<file path="src/pot_i2c_pkg.sv">
// Constants and types for the dual pot I2C slave front end.
// Assumes a 10 MHz core clock; SCL and SDA arrive asynchronously.
// How it works
// - Nonvolatile write commits EEPROM on STOP
// - Volatile write accepts STOP, no programming
// - START is SDA falling while SCL high
// - STOP is SDA rising while SCL high
// - Repeated START handled as ordinary START
// - Incoming bits sampled on SCL rising edge
// - Outgoing bits driven at SCL falling edge
// - Ninth bit is acknowledge, low means ACK
// - Bytes are eight bits, MSB first
// - Master NACKs last read; device releases SDA
// - Address is 0101 plus three pins
// - Wrong address ignored until next START
// - Many command bytes per write accepted
// - No address ACK during EEPROM programming
// - Every commit programs all three bytes
// - Zero-crossing delays start of programming
// - Read direction sends data; first wiper 0
// - Read order wiper0, wiper1, config, wrap
// - Command top bits select wiper0/wiper1/config/none
// - Config bits: volatile, zero-cross, positions
// - Enable pin high ignores the bus
`default_nettype none
package pot_i2c_pkg;
  localparam logic [3:0] ADDR_FIXED       = 4'h5;
  localparam logic [1:0] SEL_WIPER0       = 2'h0;
  localparam logic [1:0] SEL_WIPER1       = 2'h1;
  localparam logic [1:0] SEL_CONFIG       = 2'h2;
  localparam int         CFG_VOLATILE_BIT = 2;
  localparam int         CFG_ZERO_BIT     = 1;
  localparam int         CFG_POS_BIT      = 0;
  localparam logic [7:0] CONFIG_RESET     = 8'h87;
  localparam logic [7:0] WIPER_RESET      = 8'h00;
  localparam int         CLOCK_HZ         = 10_000_000;
  localparam int         PROG_TIME_US     = 10;
  localparam int         PROG_CYCLES      = PROG_TIME_US * (CLOCK_HZ / 1_000_000);
  typedef struct packed {
    logic [7:0] wiper0;
    logic [7:0] wiper1;
    logic [7:0] config_byte;
  } store_type;
endpackage
`default_nettype wire

</file>
<file path="src/pot_prog_timer.sv">
// EEPROM programming sequencer: waits for zero-cross, then counts the program time.
// Assumes start pulse and zero-cross done level on the core clock.
`default_nettype none
module pot_prog_timer (
  input  wire logic I_CLOCK,
  input  wire logic I_RST_N,
  input  wire logic i_start,
  input  wire logic i_zero_en,
  input  wire logic i_zero_done,
  output var  logic o_busy,
  output var  logic o_program
);
  typedef enum logic [1:0] {IDLE, WAIT_ZERO, PROG} prog_state_type;
  prog_state_type state_reg, state_next;
  logic [15:0] count_reg, count_next;
  logic        prog_reg, prog_next;

  always_comb begin
    state_next = state_reg;
    count_next = count_reg;
    prog_next  = 1'b0;
    unique case (state_reg)
      IDLE: begin
        if (i_start) begin
          state_next = i_zero_en ? WAIT_ZERO : PROG;
          count_next = 16'h0000;
        end
      end
      WAIT_ZERO: begin
        if (i_zero_done) begin
          state_next = PROG;
        end
      end
      PROG: begin
        prog_next  = 1'b1;
        count_next = count_reg + 16'h0001;
        if (count_reg == 16'(pot_i2c_pkg::PROG_CYCLES - 1)) begin
          state_next = IDLE;
        end
      end
    endcase
  end

  always_ff @(posedge I_CLOCK or negedge I_RST_N) begin
    if (!I_RST_N) begin
      state_reg <= IDLE;
      count_reg <= 16'h0000;
      prog_reg  <= 1'b0;
    end else begin
      state_reg <= state_next;
      count_reg <= count_next;
      prog_reg  <= prog_next;
    end
  end

  assign o_busy    = (state_reg != IDLE);
  assign o_program = prog_reg;

  a_zero_waits: assert property (@(posedge I_CLOCK) disable iff (!I_RST_N)
    (state_reg == WAIT_ZERO && !i_zero_done) |=> !prog_reg)
    else $error("Programming began before zero-cross done");
  a_prog_length: assert property (@(posedge I_CLOCK) disable iff (!I_RST_N)
    $rose(prog_reg) |-> prog_reg [*8])
    else $error("Programming window too short");
endmodule
`default_nettype wire

</file>
<file path="src/pot_i2c_slave.sv">
// I2C slave front end of a dual digital potentiometer.
// Assumes SCL, SDA, enable and address pins are asynchronous to I_CLOCK.
`default_nettype none
module pot_i2c_slave (
  input  wire logic       I_CLOCK,
  input  wire logic       I_RST_N,
  input  wire logic       I_SCL,
  input  wire logic       I_SDA,
  input  wire logic       I_CE_N,
  input  wire logic       I_ADDR_PIN_0,
  input  wire logic       I_ADDR_PIN_1,
  input  wire logic       I_ADDR_PIN_2,
  input  wire logic       I_ZERO_DONE,
  output var  logic       O_SDA,
  output var  logic       O_SDA_OE,
  output var  logic [7:0] O_WIPER0,
  output var  logic [7:0] O_WIPER1,
  output var  logic [7:0] O_CONFIG,
  output var  logic       O_PROGRAM,
  output var  logic       O_BUSY,
  output var  logic [23:0] O_PROG_DATA
);
  typedef enum logic [2:0] {IDLE, ADDR, ADDR_ACK, WR_BYTE, WR_ACK, RD_BYTE, RD_ACK} st_type;

  // Two-flop synchronisers
  logic [5:0] sync1_reg, sync1_next;
  logic [5:0] sync2_reg, sync2_next;
  logic       scl_d_reg, scl_d_next;
  logic       sda_d_reg, sda_d_next;
  logic       scl_s, sda_s, ce_n_s;
  logic [2:0] pins_s;

  always_comb begin
    sync1_next = {I_SCL, I_SDA, I_CE_N, I_ADDR_PIN_2, I_ADDR_PIN_1, I_ADDR_PIN_0};
    sync2_next = sync1_reg;
    scl_d_next = scl_s;
    sda_d_next = sda_s;
  end

  always_ff @(posedge I_CLOCK or negedge I_RST_N) begin
    if (!I_RST_N) begin
      sync1_reg <= 6'h3F;
      sync2_reg <= 6'h3F;
      scl_d_reg <= 1'b1;
      sda_d_reg <= 1'b1;
    end else begin
      sync1_reg <= sync1_next;
      sync2_reg <= sync2_next;
      scl_d_reg <= scl_d_next;
      sda_d_reg <= sda_d_next;
    end
  end

  assign scl_s  = sync2_reg[5];
  assign sda_s  = sync2_reg[4];
  assign ce_n_s = sync2_reg[3];
  assign pins_s = sync2_reg[2:0];

  logic start_det, stop_det, scl_rise, scl_fall;
  assign start_det = !ce_n_s && scl_s && scl_d_reg && sda_d_reg && !sda_s;
  assign stop_det  = !ce_n_s && scl_s && scl_d_reg && !sda_d_reg && sda_s;
  assign scl_rise  = !ce_n_s && scl_s && !scl_d_reg;
  assign scl_fall  = !ce_n_s && !scl_s && scl_d_reg;

  // Main protocol state
  st_type                 state_reg, state_next;
  logic [7:0]             shift_reg, shift_next;
  logic [3:0]             bit_reg, bit_next;
  logic                   sda_oe_reg, sda_oe_next;
  logic [1:0]             rd_idx_reg, rd_idx_next;
  logic                   wrote_reg, wrote_next;
  logic                   ack_ok_reg, ack_ok_next;
  pot_i2c_pkg::store_type live_reg, live_next;
  pot_i2c_pkg::store_type prog_data_reg, prog_data_next;
  logic                   start_prog;
  logic                   busy, prog_run;

  function automatic logic [7:0] read_sel(input pot_i2c_pkg::store_type s, input logic [1:0] i);
    read_sel = (i == 2'h0) ? s.wiper0 : (i == 2'h1) ? s.wiper1 : s.config_byte;
  endfunction

  always_comb begin
    state_next     = state_reg;
    shift_next     = shift_reg;
    bit_next       = bit_reg;
    sda_oe_next    = sda_oe_reg;
    rd_idx_next    = rd_idx_reg;
    wrote_next     = wrote_reg;
    ack_ok_next    = ack_ok_reg;
    live_next      = live_reg;
    prog_data_next = prog_data_reg;
    start_prog     = 1'b0;
    if (ce_n_s) begin
      state_next  = IDLE;
      sda_oe_next = 1'b0;
    end else if (start_det) begin
      state_next  = ADDR;
      bit_next    = 4'h0;
      sda_oe_next = 1'b0;
      wrote_next  = 1'b0;
    end else if (stop_det) begin
      state_next  = IDLE;
      sda_oe_next = 1'b0;
      if (wrote_reg && !live_reg.config_byte[pot_i2c_pkg::CFG_VOLATILE_BIT]) begin
        start_prog     = 1'b1;
        prog_data_next = live_reg;
      end
      wrote_next = 1'b0;
    end else begin
      unique case (state_reg)
        IDLE: begin
          sda_oe_next = 1'b0;
        end
        ADDR, WR_BYTE: begin
          if (scl_rise) begin
            shift_next = {shift_reg[6:0], sda_s};
            bit_next   = bit_reg + 4'h1;
          end else if (scl_fall && bit_reg == 4'h8) begin
            bit_next = 4'h0;
            if (state_reg == ADDR) begin
              ack_ok_next = !busy && shift_reg[7:1] == {pot_i2c_pkg::ADDR_FIXED, pins_s};
              state_next  = ADDR_ACK;
              sda_oe_next = !busy && shift_reg[7:1] == {pot_i2c_pkg::ADDR_FIXED, pins_s};
            end else begin
              state_next  = WR_ACK;
              sda_oe_next = 1'b1;
              wrote_next  = 1'b1;
              unique case (shift_reg[7:6])
                pot_i2c_pkg::SEL_WIPER0: live_next.wiper0 = {2'h0, shift_reg[5:0]};
                pot_i2c_pkg::SEL_WIPER1: live_next.wiper1 = {2'h0, shift_reg[5:0]};
                pot_i2c_pkg::SEL_CONFIG: live_next.config_byte = {5'h10, shift_reg[2:0]};
                default: wrote_next = wrote_reg;
              endcase
            end
          end
        end
        ADDR_ACK: begin
          if (scl_fall) begin
            if (!ack_ok_reg) begin
              state_next  = IDLE;
              sda_oe_next = 1'b0;
            end else if (shift_reg[0]) begin
              state_next  = RD_BYTE;
              rd_idx_next = 2'h1;
              shift_next  = read_sel(live_reg, 2'h0);
              sda_oe_next = !live_reg.wiper0[7];
            end else begin
              state_next  = WR_BYTE;
              sda_oe_next = 1'b0;
            end
          end
        end
        WR_ACK: begin
          if (scl_fall) begin
            state_next  = WR_BYTE;
            sda_oe_next = 1'b0;
          end
        end
        RD_BYTE: begin
          if (scl_fall) begin
            bit_next = bit_reg + 4'h1;
            if (bit_reg == 4'h7) begin
              state_next  = RD_ACK;
              sda_oe_next = 1'b0;
            end else begin
              shift_next  = {shift_reg[6:0], 1'b0};
              sda_oe_next = !shift_reg[6];
            end
          end
        end
        RD_ACK: begin
          if (scl_rise) begin
            if (sda_s) begin
              state_next = IDLE;
            end else begin
              shift_next  = read_sel(live_reg, rd_idx_reg);
              rd_idx_next = (rd_idx_reg == 2'h2) ? 2'h0 : rd_idx_reg + 2'h1;
              bit_next    = 4'h0;
            end
          end else if (scl_fall) begin
            state_next  = RD_BYTE;
            sda_oe_next = !shift_reg[7];
          end
        end
        default: state_next = IDLE;
      endcase
    end
  end

  always_ff @(posedge I_CLOCK or negedge I_RST_N) begin
    if (!I_RST_N) begin
      state_reg     <= IDLE;
      shift_reg     <= 8'h00;
      bit_reg       <= 4'h0;
      sda_oe_reg    <= 1'b0;
      rd_idx_reg    <= 2'h0;
      wrote_reg     <= 1'b0;
      ack_ok_reg    <= 1'b0;
      live_reg      <= '{pot_i2c_pkg::WIPER_RESET, pot_i2c_pkg::WIPER_RESET,
                         pot_i2c_pkg::CONFIG_RESET};
      prog_data_reg <= '{pot_i2c_pkg::WIPER_RESET, pot_i2c_pkg::WIPER_RESET,
                         pot_i2c_pkg::CONFIG_RESET};
    end else begin
      state_reg     <= state_next;
      shift_reg     <= shift_next;
      bit_reg       <= bit_next;
      sda_oe_reg    <= sda_oe_next;
      rd_idx_reg    <= rd_idx_next;
      wrote_reg     <= wrote_next;
      ack_ok_reg    <= ack_ok_next;
      live_reg      <= live_next;
      prog_data_reg <= prog_data_next;
    end
  end

  // Zero-cross done is a pin as well
  logic zero1_reg,      zero1_next;
  logic sync2_zero_reg, sync2_zero_next;
  logic busy_reg,       busy_next;

  always_comb begin
    zero1_next      = I_ZERO_DONE;
    sync2_zero_next = zero1_reg;
    busy_next       = busy;
  end

  always_ff @(posedge I_CLOCK or negedge I_RST_N) begin
    if (!I_RST_N) begin
      zero1_reg      <= 1'b0;
      sync2_zero_reg <= 1'b0;
      busy_reg       <= 1'b0;
    end else begin
      zero1_reg      <= zero1_next;
      sync2_zero_reg <= sync2_zero_next;
      busy_reg       <= busy_next;
    end
  end

  pot_prog_timer u_prog (
    .I_CLOCK     (I_CLOCK),
    .I_RST_N     (I_RST_N),
    .i_start     (start_prog),
    .i_zero_en   (live_reg.config_byte[pot_i2c_pkg::CFG_ZERO_BIT]),
    .i_zero_done (sync2_zero_reg),
    .o_busy      (busy),
    .o_program   (prog_run)
  );

  // Open drain: only ever drives low
  assign O_SDA       = 1'b0;
  assign O_SDA_OE    = sda_oe_reg;
  assign O_WIPER0    = live_reg.wiper0;
  assign O_WIPER1    = live_reg.wiper1;
  assign O_CONFIG    = live_reg.config_byte;
  assign O_PROGRAM   = prog_run;
  assign O_BUSY      = busy_reg;
  assign O_PROG_DATA = prog_data_reg;

  // Framing and link checks
  a_ce_blocks: assert property (@(posedge I_CLOCK) disable iff (!I_RST_N)
    ce_n_s |=> !sda_oe_reg && state_reg == IDLE)
    else $error("Bus active while enable pin high");
  a_start_addr: assert property (@(posedge I_CLOCK) disable iff (!I_RST_N)
    start_det |=> state_reg == ADDR && bit_reg == 4'h0)
    else $error("START not recognised");
  a_stop_idle: assert property (@(posedge I_CLOCK) disable iff (!I_RST_N)
    stop_det |=> state_reg == IDLE && !sda_oe_reg)
    else $error("STOP not recognised");
  a_bit_sample: assert property (@(posedge I_CLOCK) disable iff (!I_RST_N)
    ((state_reg == ADDR || state_reg == WR_BYTE) && scl_rise)
    |=> shift_reg[0] == $past(sda_s))
    else $error("Bit not sampled on SCL rise");
  a_idle_quiet: assert property (@(posedge I_CLOCK) disable iff (!I_RST_N)
    (state_reg == IDLE && !start_det) |=> !sda_oe_reg)
    else $error("SDA driven while not addressed");
  a_addr_ack_drive: assert property (@(posedge I_CLOCK) disable iff (!I_RST_N)
    (state_reg == ADDR && scl_fall && bit_reg == 4'h8 && !busy
     && shift_reg[7:1] == {pot_i2c_pkg::ADDR_FIXED, pins_s})
    |=> sda_oe_reg && state_reg == ADDR_ACK)
    else $error("Matching address not acknowledged");
  a_busy_nack: assert property (@(posedge I_CLOCK) disable iff (!I_RST_N)
    (state_reg == ADDR_ACK && busy) |-> !ack_ok_reg || !$past(busy, 2))
    else $error("Address acknowledged while busy");
  a_wr_ack: assert property (@(posedge I_CLOCK) disable iff (!I_RST_N)
    (state_reg == WR_BYTE && scl_fall && bit_reg == 4'h8 && !stop_det && !start_det && !ce_n_s)
    |=> sda_oe_reg && state_reg == WR_ACK)
    else $error("Command byte not acknowledged");
  a_ack_release: assert property (@(posedge I_CLOCK) disable iff (!I_RST_N)
    (state_reg == WR_ACK && scl_fall) |=> !sda_oe_reg && state_reg == WR_BYTE)
    else $error("SDA held after acknowledge");
  a_rd_release: assert property (@(posedge I_CLOCK) disable iff (!I_RST_N)
    (state_reg == RD_BYTE && scl_fall && bit_reg == 4'h7)
    |=> !sda_oe_reg && state_reg == RD_ACK)
    else $error("SDA not released for master acknowledge");
  a_nack_release: assert property (@(posedge I_CLOCK) disable iff (!I_RST_N)
    (state_reg == RD_ACK && scl_rise && sda_s) |=> !sda_oe_reg [*2])
    else $error("SDA held after master NACK");
  a_rd_first: assert property (@(posedge I_CLOCK) disable iff (!I_RST_N)
    (state_reg == ADDR_ACK && scl_fall && ack_ok_reg && shift_reg[0] && !ce_n_s)
    |=> shift_reg == live_reg.wiper0)
    else $error("First read byte not wiper 0");
  a_rd_second: assert property (@(posedge I_CLOCK) disable iff (!I_RST_N)
    (state_reg == RD_ACK && scl_rise && !sda_s && rd_idx_reg == 2'h1)
    |=> shift_reg == live_reg.wiper1)
    else $error("Second read byte not wiper 1");
  a_rd_third: assert property (@(posedge I_CLOCK) disable iff (!I_RST_N)
    (state_reg == RD_ACK && scl_rise && !sda_s && rd_idx_reg == 2'h2)
    |=> shift_reg == live_reg.config_byte && rd_idx_reg == 2'h0)
    else $error("Third read byte not config or no wrap");

  // Command decode and commit checks
  a_vol_noprog: assert property (@(posedge I_CLOCK) disable iff (!I_RST_N)
    start_prog |-> !live_reg.config_byte[pot_i2c_pkg::CFG_VOLATILE_BIT])
    else $error("Programming in volatile mode");
  a_nv_commit: assert property (@(posedge I_CLOCK) disable iff (!I_RST_N)
    start_prog |=> prog_data_reg == $past(live_reg) ##1 busy_reg)
    else $error("Commit did not capture all bytes");
  a_wiper0_set: assert property (@(posedge I_CLOCK) disable iff (!I_RST_N)
    (state_reg == WR_BYTE && scl_fall && bit_reg == 4'h8
     && shift_reg[7:6] == pot_i2c_pkg::SEL_WIPER0)
    |=> live_reg.wiper0 == {2'h0, $past(shift_reg[5:0])})
    else $error("Wiper 0 command not applied");
  a_wiper1_set: assert property (@(posedge I_CLOCK) disable iff (!I_RST_N)
    (state_reg == WR_BYTE && scl_fall && bit_reg == 4'h8
     && shift_reg[7:6] == pot_i2c_pkg::SEL_WIPER1)
    |=> live_reg.wiper1 == {2'h0, $past(shift_reg[5:0])})
    else $error("Wiper 1 command not applied");
  a_cfg_set: assert property (@(posedge I_CLOCK) disable iff (!I_RST_N)
    (state_reg == WR_BYTE && scl_fall && bit_reg == 4'h8
     && shift_reg[7:6] == pot_i2c_pkg::SEL_CONFIG)
    |=> live_reg.config_byte == {5'h10, $past(shift_reg[2:0])})
    else $error("Config command not applied");
  a_reserved_noop: assert property (@(posedge I_CLOCK) disable iff (!I_RST_N)
    (state_reg == WR_BYTE && scl_fall && bit_reg == 4'h8
     && shift_reg[7:6] == 2'h3)
    |=> $stable(live_reg))
    else $error("Reserved command changed state");

  // Scenario covers
  c_write: cover property (@(posedge I_CLOCK) state_reg == WR_ACK);
  c_read_wrap: cover property (@(posedge I_CLOCK) state_reg == RD_ACK && rd_idx_reg == 2'h0);
  c_commit: cover property (@(posedge I_CLOCK) start_prog);
  c_poll_refused: cover property (@(posedge I_CLOCK) state_reg == ADDR_ACK && busy && !ack_ok_reg);
  c_nack_end: cover property (@(posedge I_CLOCK) state_reg == RD_ACK && scl_rise && sda_s);
endmodule
`default_nettype wire

</file>
<file path="config.mk">
export PLATFORM = sky130hd
export DESIGN_NAME = pot_i2c_slave
export DESIGN_NICKNAME = d
export VERILOG_FILES = /design/src/pot_i2c_pkg.sv /design/src/pot_prog_timer.sv /design/src/pot_i2c_slave.sv
export SDC_FILE = /design/constraint.sdc
export NUM_CORES = 1
export LEC_CHECK = 0
export ABC_AREA = 1
export BUFFER_PORTS_ARGS = -buffer_cell sky130_fd_sc_hd__buf_4
export CAP_MARGIN = 20
export CORE_MARGIN = 2
export CORE_UTILIZATION = 58
export DETAILED_ROUTE_END_ITERATION = 8
export PLACE_DENSITY_LB_ADDON = 0.1
export SYNTH_ARGS = -nofsm -noshare
export SYNTH_HDL_FRONTEND = slang
export SYNTH_SLANG_ARGS = --single-unit
export TNS_END_PERCENT = 100
</file>
<file path="constraint.sdc">
create_clock -name I_CLOCK -period 2.3 [get_ports I_CLOCK]
set_clock_uncertainty 0.05 [all_clocks]
set_input_delay 0.115 -clock I_CLOCK [delete_from_list [all_inputs] [get_ports I_CLOCK]]
set_output_delay 0.115 -clock I_CLOCK [all_outputs]
set_load 0.01 [all_outputs]
</file>
# Word-level counts from Yosys, hierarchy flattened
# Index checks and enable logic that the tools add are counted.
# Widths: inputs -> output; s select.
# classes
eq_ne	45
n_reduce_logical	50
addsub	3
bitwise	5
mux	76
# ops
operator	n
$mux 8	10
$mux 3	15
$ne 5x5->1 const B	8
$pmux 16 s2	1
$pmux 8 s4	1
$reduce_and 8->1	4
$mux 4	7
$mux 1	26
$ne 2x2->1 const B	11
$mux 2	10
$pmux 3 s6	1
$reduce_and 9->1	2
$add 16x1->16 const B	1
$eq 16x7->1 const B	1
$mux 16	1
$ne 3x3->1 const B	5
$reduce_and 7->1	2
$logic_and 1x1->1	12
$ne 6x6->1 const B	2
$pmux 4 s3	1
$reduce_and 12->1	1
$reduce_and 11->1	1
$eq 3x3->1 const B	3
$logic_not 1->1	9
other kinds (27)	44
# totals
out_inout_bits	52
reg_bits	86
wordCells	203

# Depth between registers and ports, before layout
# Gate-level depths: netlist (run 1).
# logic_depth
depth_word	10
depth_mapped	11

# Modules after synthesis
# Synthesis (run 1) repeated with hierarchy kept, for this count alone.
# hier_totals
hier_cells	603
area_unflattened_um2	4733.3
# by_module_without_submodules
mod	seq_area_each_um2	cells_per_inst	instances	area_per_inst_um2
pot_i2c_slave	1701.6	433	1	3568.4
pot_prog_timer	475.5	170	1	1164.9

# Worst setup path after synthesis (run 1)
# Ideal clock, no wire load.
# synth_timing
kind	register to register
startpoint	reg scl_d_reg
endpoint	reg live_reg (netlist bit O_WIPER0[2])
path_stages_with_launch	9
required_time_ns	2.131
path_buffers	1
arrival_ns	1.442
synth_period_minus_slack_ns	1.611
setup_time_ns	0.119
setup_slack_ns	0.689
path_cell_list	dfstp_2 > nand3_2 > nor2_1 > inv_2 > nor3_4 > nand3_2 > buf_6 > nand2_2 > o21ai_2
# synth_via
elab_chain_cells	5
word_cells_on_any_way	13
classes_between	3 x bitwise; 10 x reduce/logical
# synth_lines
element	line_no	source
from (decl)	pot_i2c_slave.sv:28	logic scl_d_reg, scl_d_next;
from (signal assigned)	pot_i2c_slave.sv:49	scl_d_reg <= scl_d_next;
$logic_and 1x1->1	pot_i2c_slave.sv:60, pot_i2c_slave.sv:61	
$logic_and 1x1->1, on equally long branches (2 in a row)	pot_i2c_slave.sv:61, pot_i2c_slave.sv:60	
$not 1->1 (no line)	--	
$reduce_and 8->1 (no line) (*)	--	
to (signal assigned)	pot_i2c_slave.sv:199	live_reg <= '{pot_i2c_pkg::WIPER_RESET, pot_i2c_pkg::WIPER_RESET,
to (signal assigned)	pot_i2c_slave.sv:211	live_reg <= live_next;
to (decl)	pot_i2c_slave.sv:73	pot_i2c_pkg::store_type live_reg, live_next;
# Mark *: on every way between the ends. The rest lies on a longest branch, timed or not.
# A chain may end at the register's enable or synchronous reset.

# Final worst setup path (run 1)
# layout_timing
startpoint	reg scl_d_reg
endpoint	reg live_reg (netlist bit O_WIPER0[0])
# The elaborated chain is that of the path after synthesis.

==> summary.txt, run 1 <==
CP required: 2.50 ns
Yosys reg bits: 86
CTS root buf: clkbuf_8
Period utilisation layout: 0.865
Syn. warnings: 0
Core area: 0.00773 mm²
PD cells: 586 mW/mm²
Critical Path AT: 2.19 ns
Layout cells sized above 1: 0.239
Antenna Diode Count: 0
Routed len/inst: 14.1 µm
Max_cap viols: 0
Largest family of logic cells by synthesized area: simple AND/OR/NAND/NOR gates
Final core occ: 0.685
Synth Area in Compound Gates: 0.0877
Detail Route Antenna Nets: 0
Clk pwr share: 0.369
Maximum net fanout on the critical path: 12
Area leader, netlist: dfrtp_1
Cell area after synthesis: 0.00465 mm²
Routed vias/inst: 5.26
Non-filler cells, final: 722
# rows: 32
Largest net degree at the start of global routing: 87
Crit-path most repeated cell: nand3_2
Initial Util: 0.602
Initial antenna violation count: 0
Die X: 93.5 µm
Startpoint type of the worst setup path: flip-flop
Setup TNS: 0 ns
Area grow syn2layout: 13.8%
Layout net count: 630
Prevailing post-synth register cell: dfrtp_1
Status: complete, no violations
Flop pwr share: 0.534
Starting DRT DRC Count: 252
Largest register FFs: 16
# DRC: 0
H-Tree Depth: 3
Worst-skew pair later-pin latency: 0.37 ns
Final Slew Violations: 0
DRT Pass-1 Iters: 5
Via count: 3798
Vias in the first global route: 3706
# setup viols final: 0
Die area: 0.00875 mm²
Num ports: 61
Slowest library cell on the worst path: dfstp_2
Worst setup EP type: flip-flop
CTS sink cnt: 86
HPWL Detailed: 7380 µm
Int Pwr: 2260 µW
Hold Slack: 0.270 ns
Die H: 93.5 µm
Comb pwr share: 0.098
RD Place Congestion: 0.907
Post-cts gate resize count: 0
Fmax achieved: 502 MHz
Worst-path clk slew: 0.10 ns
FFs w/ async S/R, synth: 1.00
Worst hold path type: primary input to async pin
Maximum clock path buffer count: 2
Detailed Route WL: 10200 µm
Top cell type's share of synthesized area: 0.355
Critical path type: flip-flop to flip-flop
Adder-cell share of the synthesized area: 0.0161
Gr ovfl total: 0
P_sw: 845 µW
Switch share: 0.273
R2R Setup Slk: 0.31 ns
First-pass GRT wire length: 16900 µm
XOR/XNOR Fraction of Synth Area: 0.00565
Top delay family on crit path: simple AND/OR/NAND/NOR gates
EDFF count, synth: 0
Num CTS Buffers: 9
RSZ-0062 raised after global routing: no
Crit path cell chain: nand3_2, nor2_1, inv_2, nor3_4, nand3_2, nand2_1, o21ai_2
CTS tree: done
Simple-Gate Fraction of Synth Area: 0.305
Number of instances in the placed design: 698
Synth top area cells: dfrtp_1 36%, dfstp_2 11%, nand2_1 10%
P_leak: 0.00258 µW
Gr usage total: 0.246
Count of different cell masters after synthesis: 43
Final Hold Violating Endpoints: 0
Peak per-stage delay on the critical path: 0.56 ns
Cells after Synth: 561
Avg Cell Area, Syn: 8.29 µm²
Tmin final: 1.99 ns
Buffers plus inverters on the worst setup path: 1
Worst vdd ir: 0.475 mV
Port Buffer Count: 41
Sequential cell area fraction in the yosys report: 0.468
Mux share of post-synthesis cell area: 0.0266
-- power groups by stage --
| stage | Clock, µW | Sequential, µW | Combinational [µW] |
|---|---|---|---|
| 2_1_floorplan | 0 | 1660 | 225 |
| 3_3_place_gp | 0 | 1680 | 290 |
| 3_5_place_dp | 0 | 1680 | 292 |
| 4_1_cts | 1160 | 1660 | 305 |
| 5_1_grt | 1220 | 1670 | 344 |
| 6_report | 1140 | 1660 | 302 |
-- Yosys cell counts, drive strengths merged (6+ instances only) --
| cell | number |
|---|---|
| nor3 | 6 |
| nand3 | 48 |
| inv | 55 |
| nand2 | 143 |
| dfrtp | 66 |
| buf | 27 |
| o21ai | 37 |
| dfstp | 20 |
| a21oi | 26 |
| nand4 | 7 |
| ha | 6 |
| nor2 | 88 |
| mux2 | 11 |
-- metrics by stage --
step,cell area (µm²),setup WS (ns),total power [µW]
global placement,4990,0.371,1970
CTS,5290,0.303,3120
global route,5290,0.106,3230
detailed placement,4990,0.334,1980
finish,5290,0.310,3100
floorplan,4710,0.689,1890
-- placed cells by master, fill, tap and decap left out, types with 7 or more instances in the layout --
cell type	synthesis	layout
o21ai_0	21	21
o21ai_2	8	8
inv_2	8	8
inv_1	46	46
dfrtp_1	66	66
mux2_2	9	9
conb_1	2	19
o21ai_1	8	8
a21oi_1	25	25
nor2_2	7	7
nand2_1	126	126
buf_4	22	44
dfstp_2	20	20
nor2_1	74	74
dlygate4sd3_1	0	8
nand3_1	42	42
clkbuf_8	0	11
nand2_2	12	12
nand4_1	7	7
-- tightest hold or removal path, delay by kind of cell --
kind	cells	cell delay, ns
buffers and inverters	3	0.99
-- final cells by class --
class                           count  area (µm²)
Fill cell                         618        2440
Multi-Input combinational cell    408        2120
Clock buffer                       11         151
Sequential cell                    86        2180
Inverter                           57         218
Clock inverter                      5        65.1
Timing Repair Buffer               53         430
Tap cell                          102         128
-- metal layers --
| layer | wire length [µm] | track usage | up-vias |
|---|---|---|---|
| met4 | 209 | 0.0978 | 0 |
| met3 | 571 | 0.0443 | 18 |
| met2 | 4920 | 0.405 | 111 |
| met1 | 4520 | 0.325 | 1794 |
| met5 | 0 | 0 | - |
| li1 | - | - | 1875 |
-- path summary, 6_finish.rpt --
path / start / to / depth (start not counted)
hold / removal: I_RST_N / O_BUSY / 3
min in group I_CLOCK: sync2_zero_next / sync2_zero_reg / 0
setup reg to reg: scl_d_reg / O_WIPER0[0] / 7
setup / recovery: scl_d_reg / O_WIPER0[0] / 7
hold reg to reg: sync2_zero_next / sync2_zero_reg / 0
max in group asynchronous: I_RST_N / O_PROG_DATA[0] / 3
-- kinds of logic (layout without fill, tap and decap cells) --
kind of cell,Yosys count,in the layout
xor+xnor,3,3
buf+inv,84,126
simple gates,298,298
compound gates,71,71
fa+ha+maj,6,6
mux,11,11
flops,86,86
other cells,2,19
-- timing repair --
item                                    CTS  global route
buffers inserted                          0             0
hold endpoints to repair                 73             0
hold buffers                              8             0
endpoints found under the setup margin    0             0
Power figures use the tool's default switching activity.
==> run 2: changes to the inputs <==
--- a/config.mk
+++ b/config.mk
@@ -13,4 +13,5 @@
 export DETAILED_ROUTE_END_ITERATION = 8
 export PLACE_DENSITY_LB_ADDON = 0.1
+export RECOVER_POWER = 50
 export SYNTH_ARGS = -nofsm -noshare
 export SYNTH_HDL_FRONTEND = slang
==> constraint.sdc (replaced) <==
create_clock -name I_CLOCK -period 2.3 [get_ports I_CLOCK]
set_clock_uncertainty 0.05 [all_clocks]
set_input_delay 0.46 -clock I_CLOCK [delete_from_list [all_inputs] [get_ports I_CLOCK]]
set_output_delay 0.46 -clock I_CLOCK [all_outputs]
set_load 0.01 [all_outputs]
==> summary.txt, run 2 (same netlist as run 1, synthesis figures left out) <==
Gr usage total: 0.246 (-0.000341)
Maximum clock path buffer count: 2 (unchanged)
Routed wl met2: 4720 µm (-4.0%)
Routed len/inst: 13.9 µm (-1.4%)
Core area: 0.00773 mm² (unchanged)
WL met1: 4450 µm (-1.4%)
DRT Pass-1 Iters: 5 (unchanged)
Layout cells sized above 1: 0.235 (-0.00380)
Worst-path clk slew: 0.09 ns (about the same)
Worst hold path type: primary input to flip-flop
Setup repair bufs after CTS: 0 (unchanged)
Die area: 0.00875 mm² (unchanged)
# DRC: 0 (unchanged)
First-pass GRT wire length: 16900 µm (unchanged)
CTS sink cnt: 86 (unchanged)
Port Buffer Count: 41 (unchanged)
Worst r2r dst: u_prog.count_reg[8]
Critical R2R Launch: sync2_reg[5]
Die X: 93.5 µm (unchanged)
Worst Setup SP: sync2_reg[5]
R2R Setup Slk: 0.29 ns (-0.02 ns)
Multi-input gate area: 0.00212 mm² (unchanged)
Gr ovfl total: 0 (unchanged)
Die H: 93.5 µm (unchanged)
Non-filler cells, final: 715 (-0.97%)
Detail Route Antenna Nets: 0 (unchanged)
Period utilisation layout: 0.874 (+0.00861)
# setup viols final: 0 (unchanged)
Vias in the first global route: 3605 (-2.7%)
Startpoint type of the worst setup path: flip-flop
P_leak: 0.00254 µW (-1.6%)
Peak per-stage delay on the critical path: 0.57 ns (about the same)
Most common cell after layout, fill and taps aside: nand2_1
# hold bufs at CTS: 1 (-7)
CP required: 2.50 ns (about the same)
Layout net count: 623 (-1.1%)
Fmax achieved: 497 MHz (-0.99%)
CTS tree: done
R2R cell count: 7 (unchanged)
Slowest library cell on the worst path: dfstp_1
H-Tree Depth: 3 (unchanged)
Maximum net fanout on the critical path: 13 (+1)
Initial antenna violation count: 0 (unchanged)
Hold depth: 1
Num CTS Buffers: 9 (unchanged)
Filler instances: 648 (+4.9%)
Area grow syn2layout: 11.8%
Via count: 3787 (-0.29%)
Antenna Diode Count: 0 (unchanged)
Critical path type: flip-flop to flip-flop
Top layer in use: met4
Slew @ Worst Pin: 0.699 ns
CTS root buf: clkbuf_8
Status: complete, no violations
CP endpoint: u_prog.count_reg[8]
Detailed Route WL: 9970 µm (-2.4%)
Worst-skew pair later-pin latency: 0.36 ns (about the same)
RSZ-0062 raised after global routing: no
Number of instances in the placed design: 698 (unchanged)
Critical Path AT: 2.21 ns (+0.02 ns)
Final Hold Violating Endpoints: 0 (unchanged)
Area occupied by registers: 0.00218 mm² (unchanged)
Worst setup EP type: flip-flop
Max_cap viols: 0 (unchanged)
Routed vias/inst: 5.30 (+0.69%)
Largest net degree at the start of global routing: 60 (-31%)
Max-Slew Margin vs Limit: 0.534
Num ports: 61 (unchanged)
Initial Util: 0.602 (unchanged)
Largest register FFs: 16 (unchanged)
Final Slew Violations: 0 (unchanged)
Met3 wire len: 516 µm (-9.6%)
# rows: 32 (unchanged)
Tmin final: 2.01 ns (+0.0198 ns)
Post-cts gate resize count: 0 (unchanged)
PD cells: 588 mW/mm² (+0.31%)
HPWL Detailed: 7450 µm (+0.84%)
Setup TNS: 0 ns (unchanged)
Most frequent cells in the layout: 126 x nand2_1, 74 x nor2_1, 66 x dfrtp_1, 46 x inv_1, 42 x nand3_1
Crit path cell chain: nand3_2, nor2_4, nand3_1, nand2_1, nand2_1, nand3_1, a21oi_1
Worst vdd ir: 0.385 mV (-19%)
Starting DRT DRC Count: 257 (+2.0%)
RD Place Congestion: 0.905 (-0.19%)
## run 2: final cells by class
class	count	area share
sequential	86	0.419
multi-input combinational	408	0.408
timing repair buffer	46	0.0681
inverter	57	0.0419
tap	102	0.0245
clock buffer	9	0.0238
clock inverter	7	0.0149
## run 2: worst min path at each step
stage                                from         endpoint  slack [ns]
after global placement    sync2_zero_next   sync2_zero_reg        0.29
after detailed placement  sync2_zero_next   sync2_zero_reg        0.29
final                        I_ADDR_PIN_0     sync1_reg[0]        0.15
after floorplan                   I_RST_N           O_BUSY        0.11
after global routing         I_ADDR_PIN_0     sync1_reg[0]        0.14
after CTS                     I_ZERO_DONE  sync2_zero_next        0.14
## run 2: through the flow
stage	setup WS, ns	area, µm²	hold slack [ns]	utilization	power, µW
finish	0.290	5200	0.151	0.673	3060
global placement	0.369	4990	0.287	0.646	1970
detailed placement	0.290	4990	0.287	0.646	1980
global route	0.0544	5200	0.137	0.673	3180
floorplan	0.689	4710	0.114	-	1890
CTS	0.272	5210	0.136	0.674	3090
## run 2: metal layers
metal	global-route usage	vias up
li1	-	1859
met1	0.340	1789
met2	0.386	112
met3	0.0330	27
met4	0.116	0
met5	0	-
## run 2: where the power goes
group	switching [µW]	internal [µW]
sequential	72.5	1580
combinational	206	89.9
clock	586	518
## run 2: worst max-delay path: cells and delay by family (launching register included)
family | cells | cell delay [ns]
and+or+nand+nor | 6 | 1.23
DFF | 1 | 0.57
AOI/OAI and AO/OA | 1 | 0.05
==> run 3: changes to the inputs <==
- CORE_UTILIZATION: 58 -> 55
==> summary.txt, run 3 (same netlist as run 1, synthesis figures left out) <==
Port Buffer Count: 41 (unchanged)
DRT Pass-1 Iters: 5 (unchanged)
# DRC: 0 (unchanged)
Most frequent cells in the layout: 126 x nand2_1, 74 x nor2_1, 66 x dfrtp_1, 46 x inv_1, 42 x nand3_1
RSZ-0062 raised after global routing: no
Initial Util: 0.566 (-0.0358)
Worst-skew pair later-pin latency: 0.36 ns (about the same)
Maximum net fanout on the critical path: 14 (+1)
Vias in the first global route: 3667 (+1.7%)
Layout cells sized above 1: 0.228 (-0.00653)
Max-Slew Margin vs Limit: 0.565 (+0.0305)
# rows: 33 (+3.1%)
Worst-path clk slew: 0.09 ns (about the same)
CTS root buf: clkbuf_8
Worst vdd ir: 0.413 mV (+7.3%)
Core area: 0.00822 mm² (+6.3%)
Switch share: 0.273 (-0.0100)
Flop pwr share: 0.523 (-0.019)
P_leak: 0.00253 µW (-0.48%)
Area grow syn2layout: 11.8% (about the same)
Gr ovfl total: 0 (unchanged)
PD cells: 609 mW/mm² (+3.5%)
Final Hold Violating Endpoints: 0 (unchanged)
Fmax achieved: 493 MHz (-0.97%)
Die X: 95.9 µm (+2.6%)
HPWL Detailed: 7870 µm (+5.7%)
Detailed Route WL: 10500 µm (+5.7%)
CP required: 2.50 ns (about the same)
Starting DRT DRC Count: 211 (-18%)
First-pass GRT wire length: 17600 µm (+3.8%)
Die area: 0.00921 mm² (+5.2%)
Hold Slack: 0.157 ns (+0.00575 ns)
Num ports: 61 (unchanged)
P_sw: 863 µW (-0.17%)
Final Slew Violations: 0 (unchanged)
Hold depth: 1 (unchanged)
RD Place Congestion: 0.933 (+3.1%)
Initial antenna violation count: 0 (unchanged)
Startpoint type of the worst setup path: flip-flop
CTS sink cnt: 86 (unchanged)
Slew @ Worst Pin: 0.653 ns (-0.0458 ns)
Detail Route Antenna Nets: 0 (unchanged)
Comb pwr share: 0.093 (-0.004)
Final core occ: 0.633 (-0.0402)
Clk pwr share: 0.384 (+0.023)
Via count: 3801 (+0.37%)
Largest register FFs: 16 (unchanged)
Tmin final: 2.03 ns (+0.0197 ns)
Die H: 95.9 µm (+2.6%)
Int Pwr: 2300 µW (+4.9%)
Setup TNS: 0 ns (unchanged)
Min setup slack post-route: 0.270 ns (-0.0197 ns)
Layout net count: 623 (unchanged)
CTS tree: done
Maximum clock path buffer count: 2 (unchanged)
Routed len/inst: 14.7 µm (+5.3%)
# setup viols final: 0 (unchanged)
Design Power: 3160 µW (+3.5%)
Num CTS Buffers: 9 (unchanged)
Largest net degree at the start of global routing: 38 (-37%)
Antenna Diode Count: 0 (unchanged)
Worst hold path type: primary input to flip-flop
H-Tree Depth: 3 (unchanged)
Gr usage total: 0.249 (+0.00260)
Critical path type: flip-flop to flip-flop
Status: complete, no violations
Most common cell after layout, fill and taps aside: nand2_1
Max_cap viols: 0 (unchanged)
Worst setup EP type: flip-flop
Critical Path AT: 2.23 ns (+0.02 ns)
DP Worst Slack: 0.340 ns (+0.0499 ns)
Period utilisation layout: 0.883 (+0.00856)
R2R cell count: 8 (+1)
Routed vias/inst: 5.29 (about the same)
## run 3: cell count changes in the layout (fill, tap and decap cells not counted), sizes merged
cell	previous run	this run
bufinv	1	2
buf	36	31
clkinv	4	3
clkbuf	18	23
## run 3: area by class of cell
type,instances,area [µm²]
multi-input combinational,408,2120
sequential,86,2180
inverter,57,218
timing repair buffer,46,324
fill,728,3020
clock inverter,7,103
tap,105,131
clock buffer,9,124
## run 3: worst max-delay path, cell delays in order, from the launching register on
cell and delay, ns:
dfstp_1 0.59, nand2_1 0.14, nor2_4 0.20, nand3_1 0.09
nand2_1 0.22, buf_4 0.24, nand3_1 0.11, o21ai_0 0.21
nor2_1 0.06
## run 3: power groups by stage
stage / combinational, µW / sequential, µW / clock [µW]
6_report: 294 / 1660 / 1210
5_1_grt: 336 / 1670 / 1300
4_1_cts: 305 / 1660 / 1240
3_5_place_dp: 303 / 1680 / 0
3_3_place_gp: 298 / 1680 / 0
2_1_floorplan: 225 / 1660 / 0
## run 3: per-stage QoR
stage                     cells  cell area [µm²]
after floorplan             578             4710
after global placement      701             5000
after detailed placement    701             5000
after CTS                   718             5240
after global routing        718             5200
final                       718             5200
## run 3: final timing paths
path                                  from                    to  slack [ns]
max                           sync2_reg[4]  u_prog.count_reg[15]        0.27
min                           I_ADDR_PIN_1          sync1_reg[1]        0.16
min reg2reg                sync2_zero_next        sync2_zero_reg        0.31
max reg2reg                   sync2_reg[4]  u_prog.count_reg[15]        0.27
min in group asynchronous          I_RST_N   u_prog.count_reg[8]        0.61
max in group asynchronous          I_RST_N          sync1_reg[2]        0.56
## run 3: what timing repair did
item                                   CTS  global route
endpoints found under the hold margin   21             0
hold buffers                             1             0
setup buffers                            0             0
gates resized for setup                  0             0
## run 3: layer usage
metal	up-vias	global-route usage	wire, µm
met5	-	0	0
met1	1803	0.325	4550
met2	124	0.427	5230
met4	0	0.0810	177
li1	1854	-	-
met3	20	0.0352	589
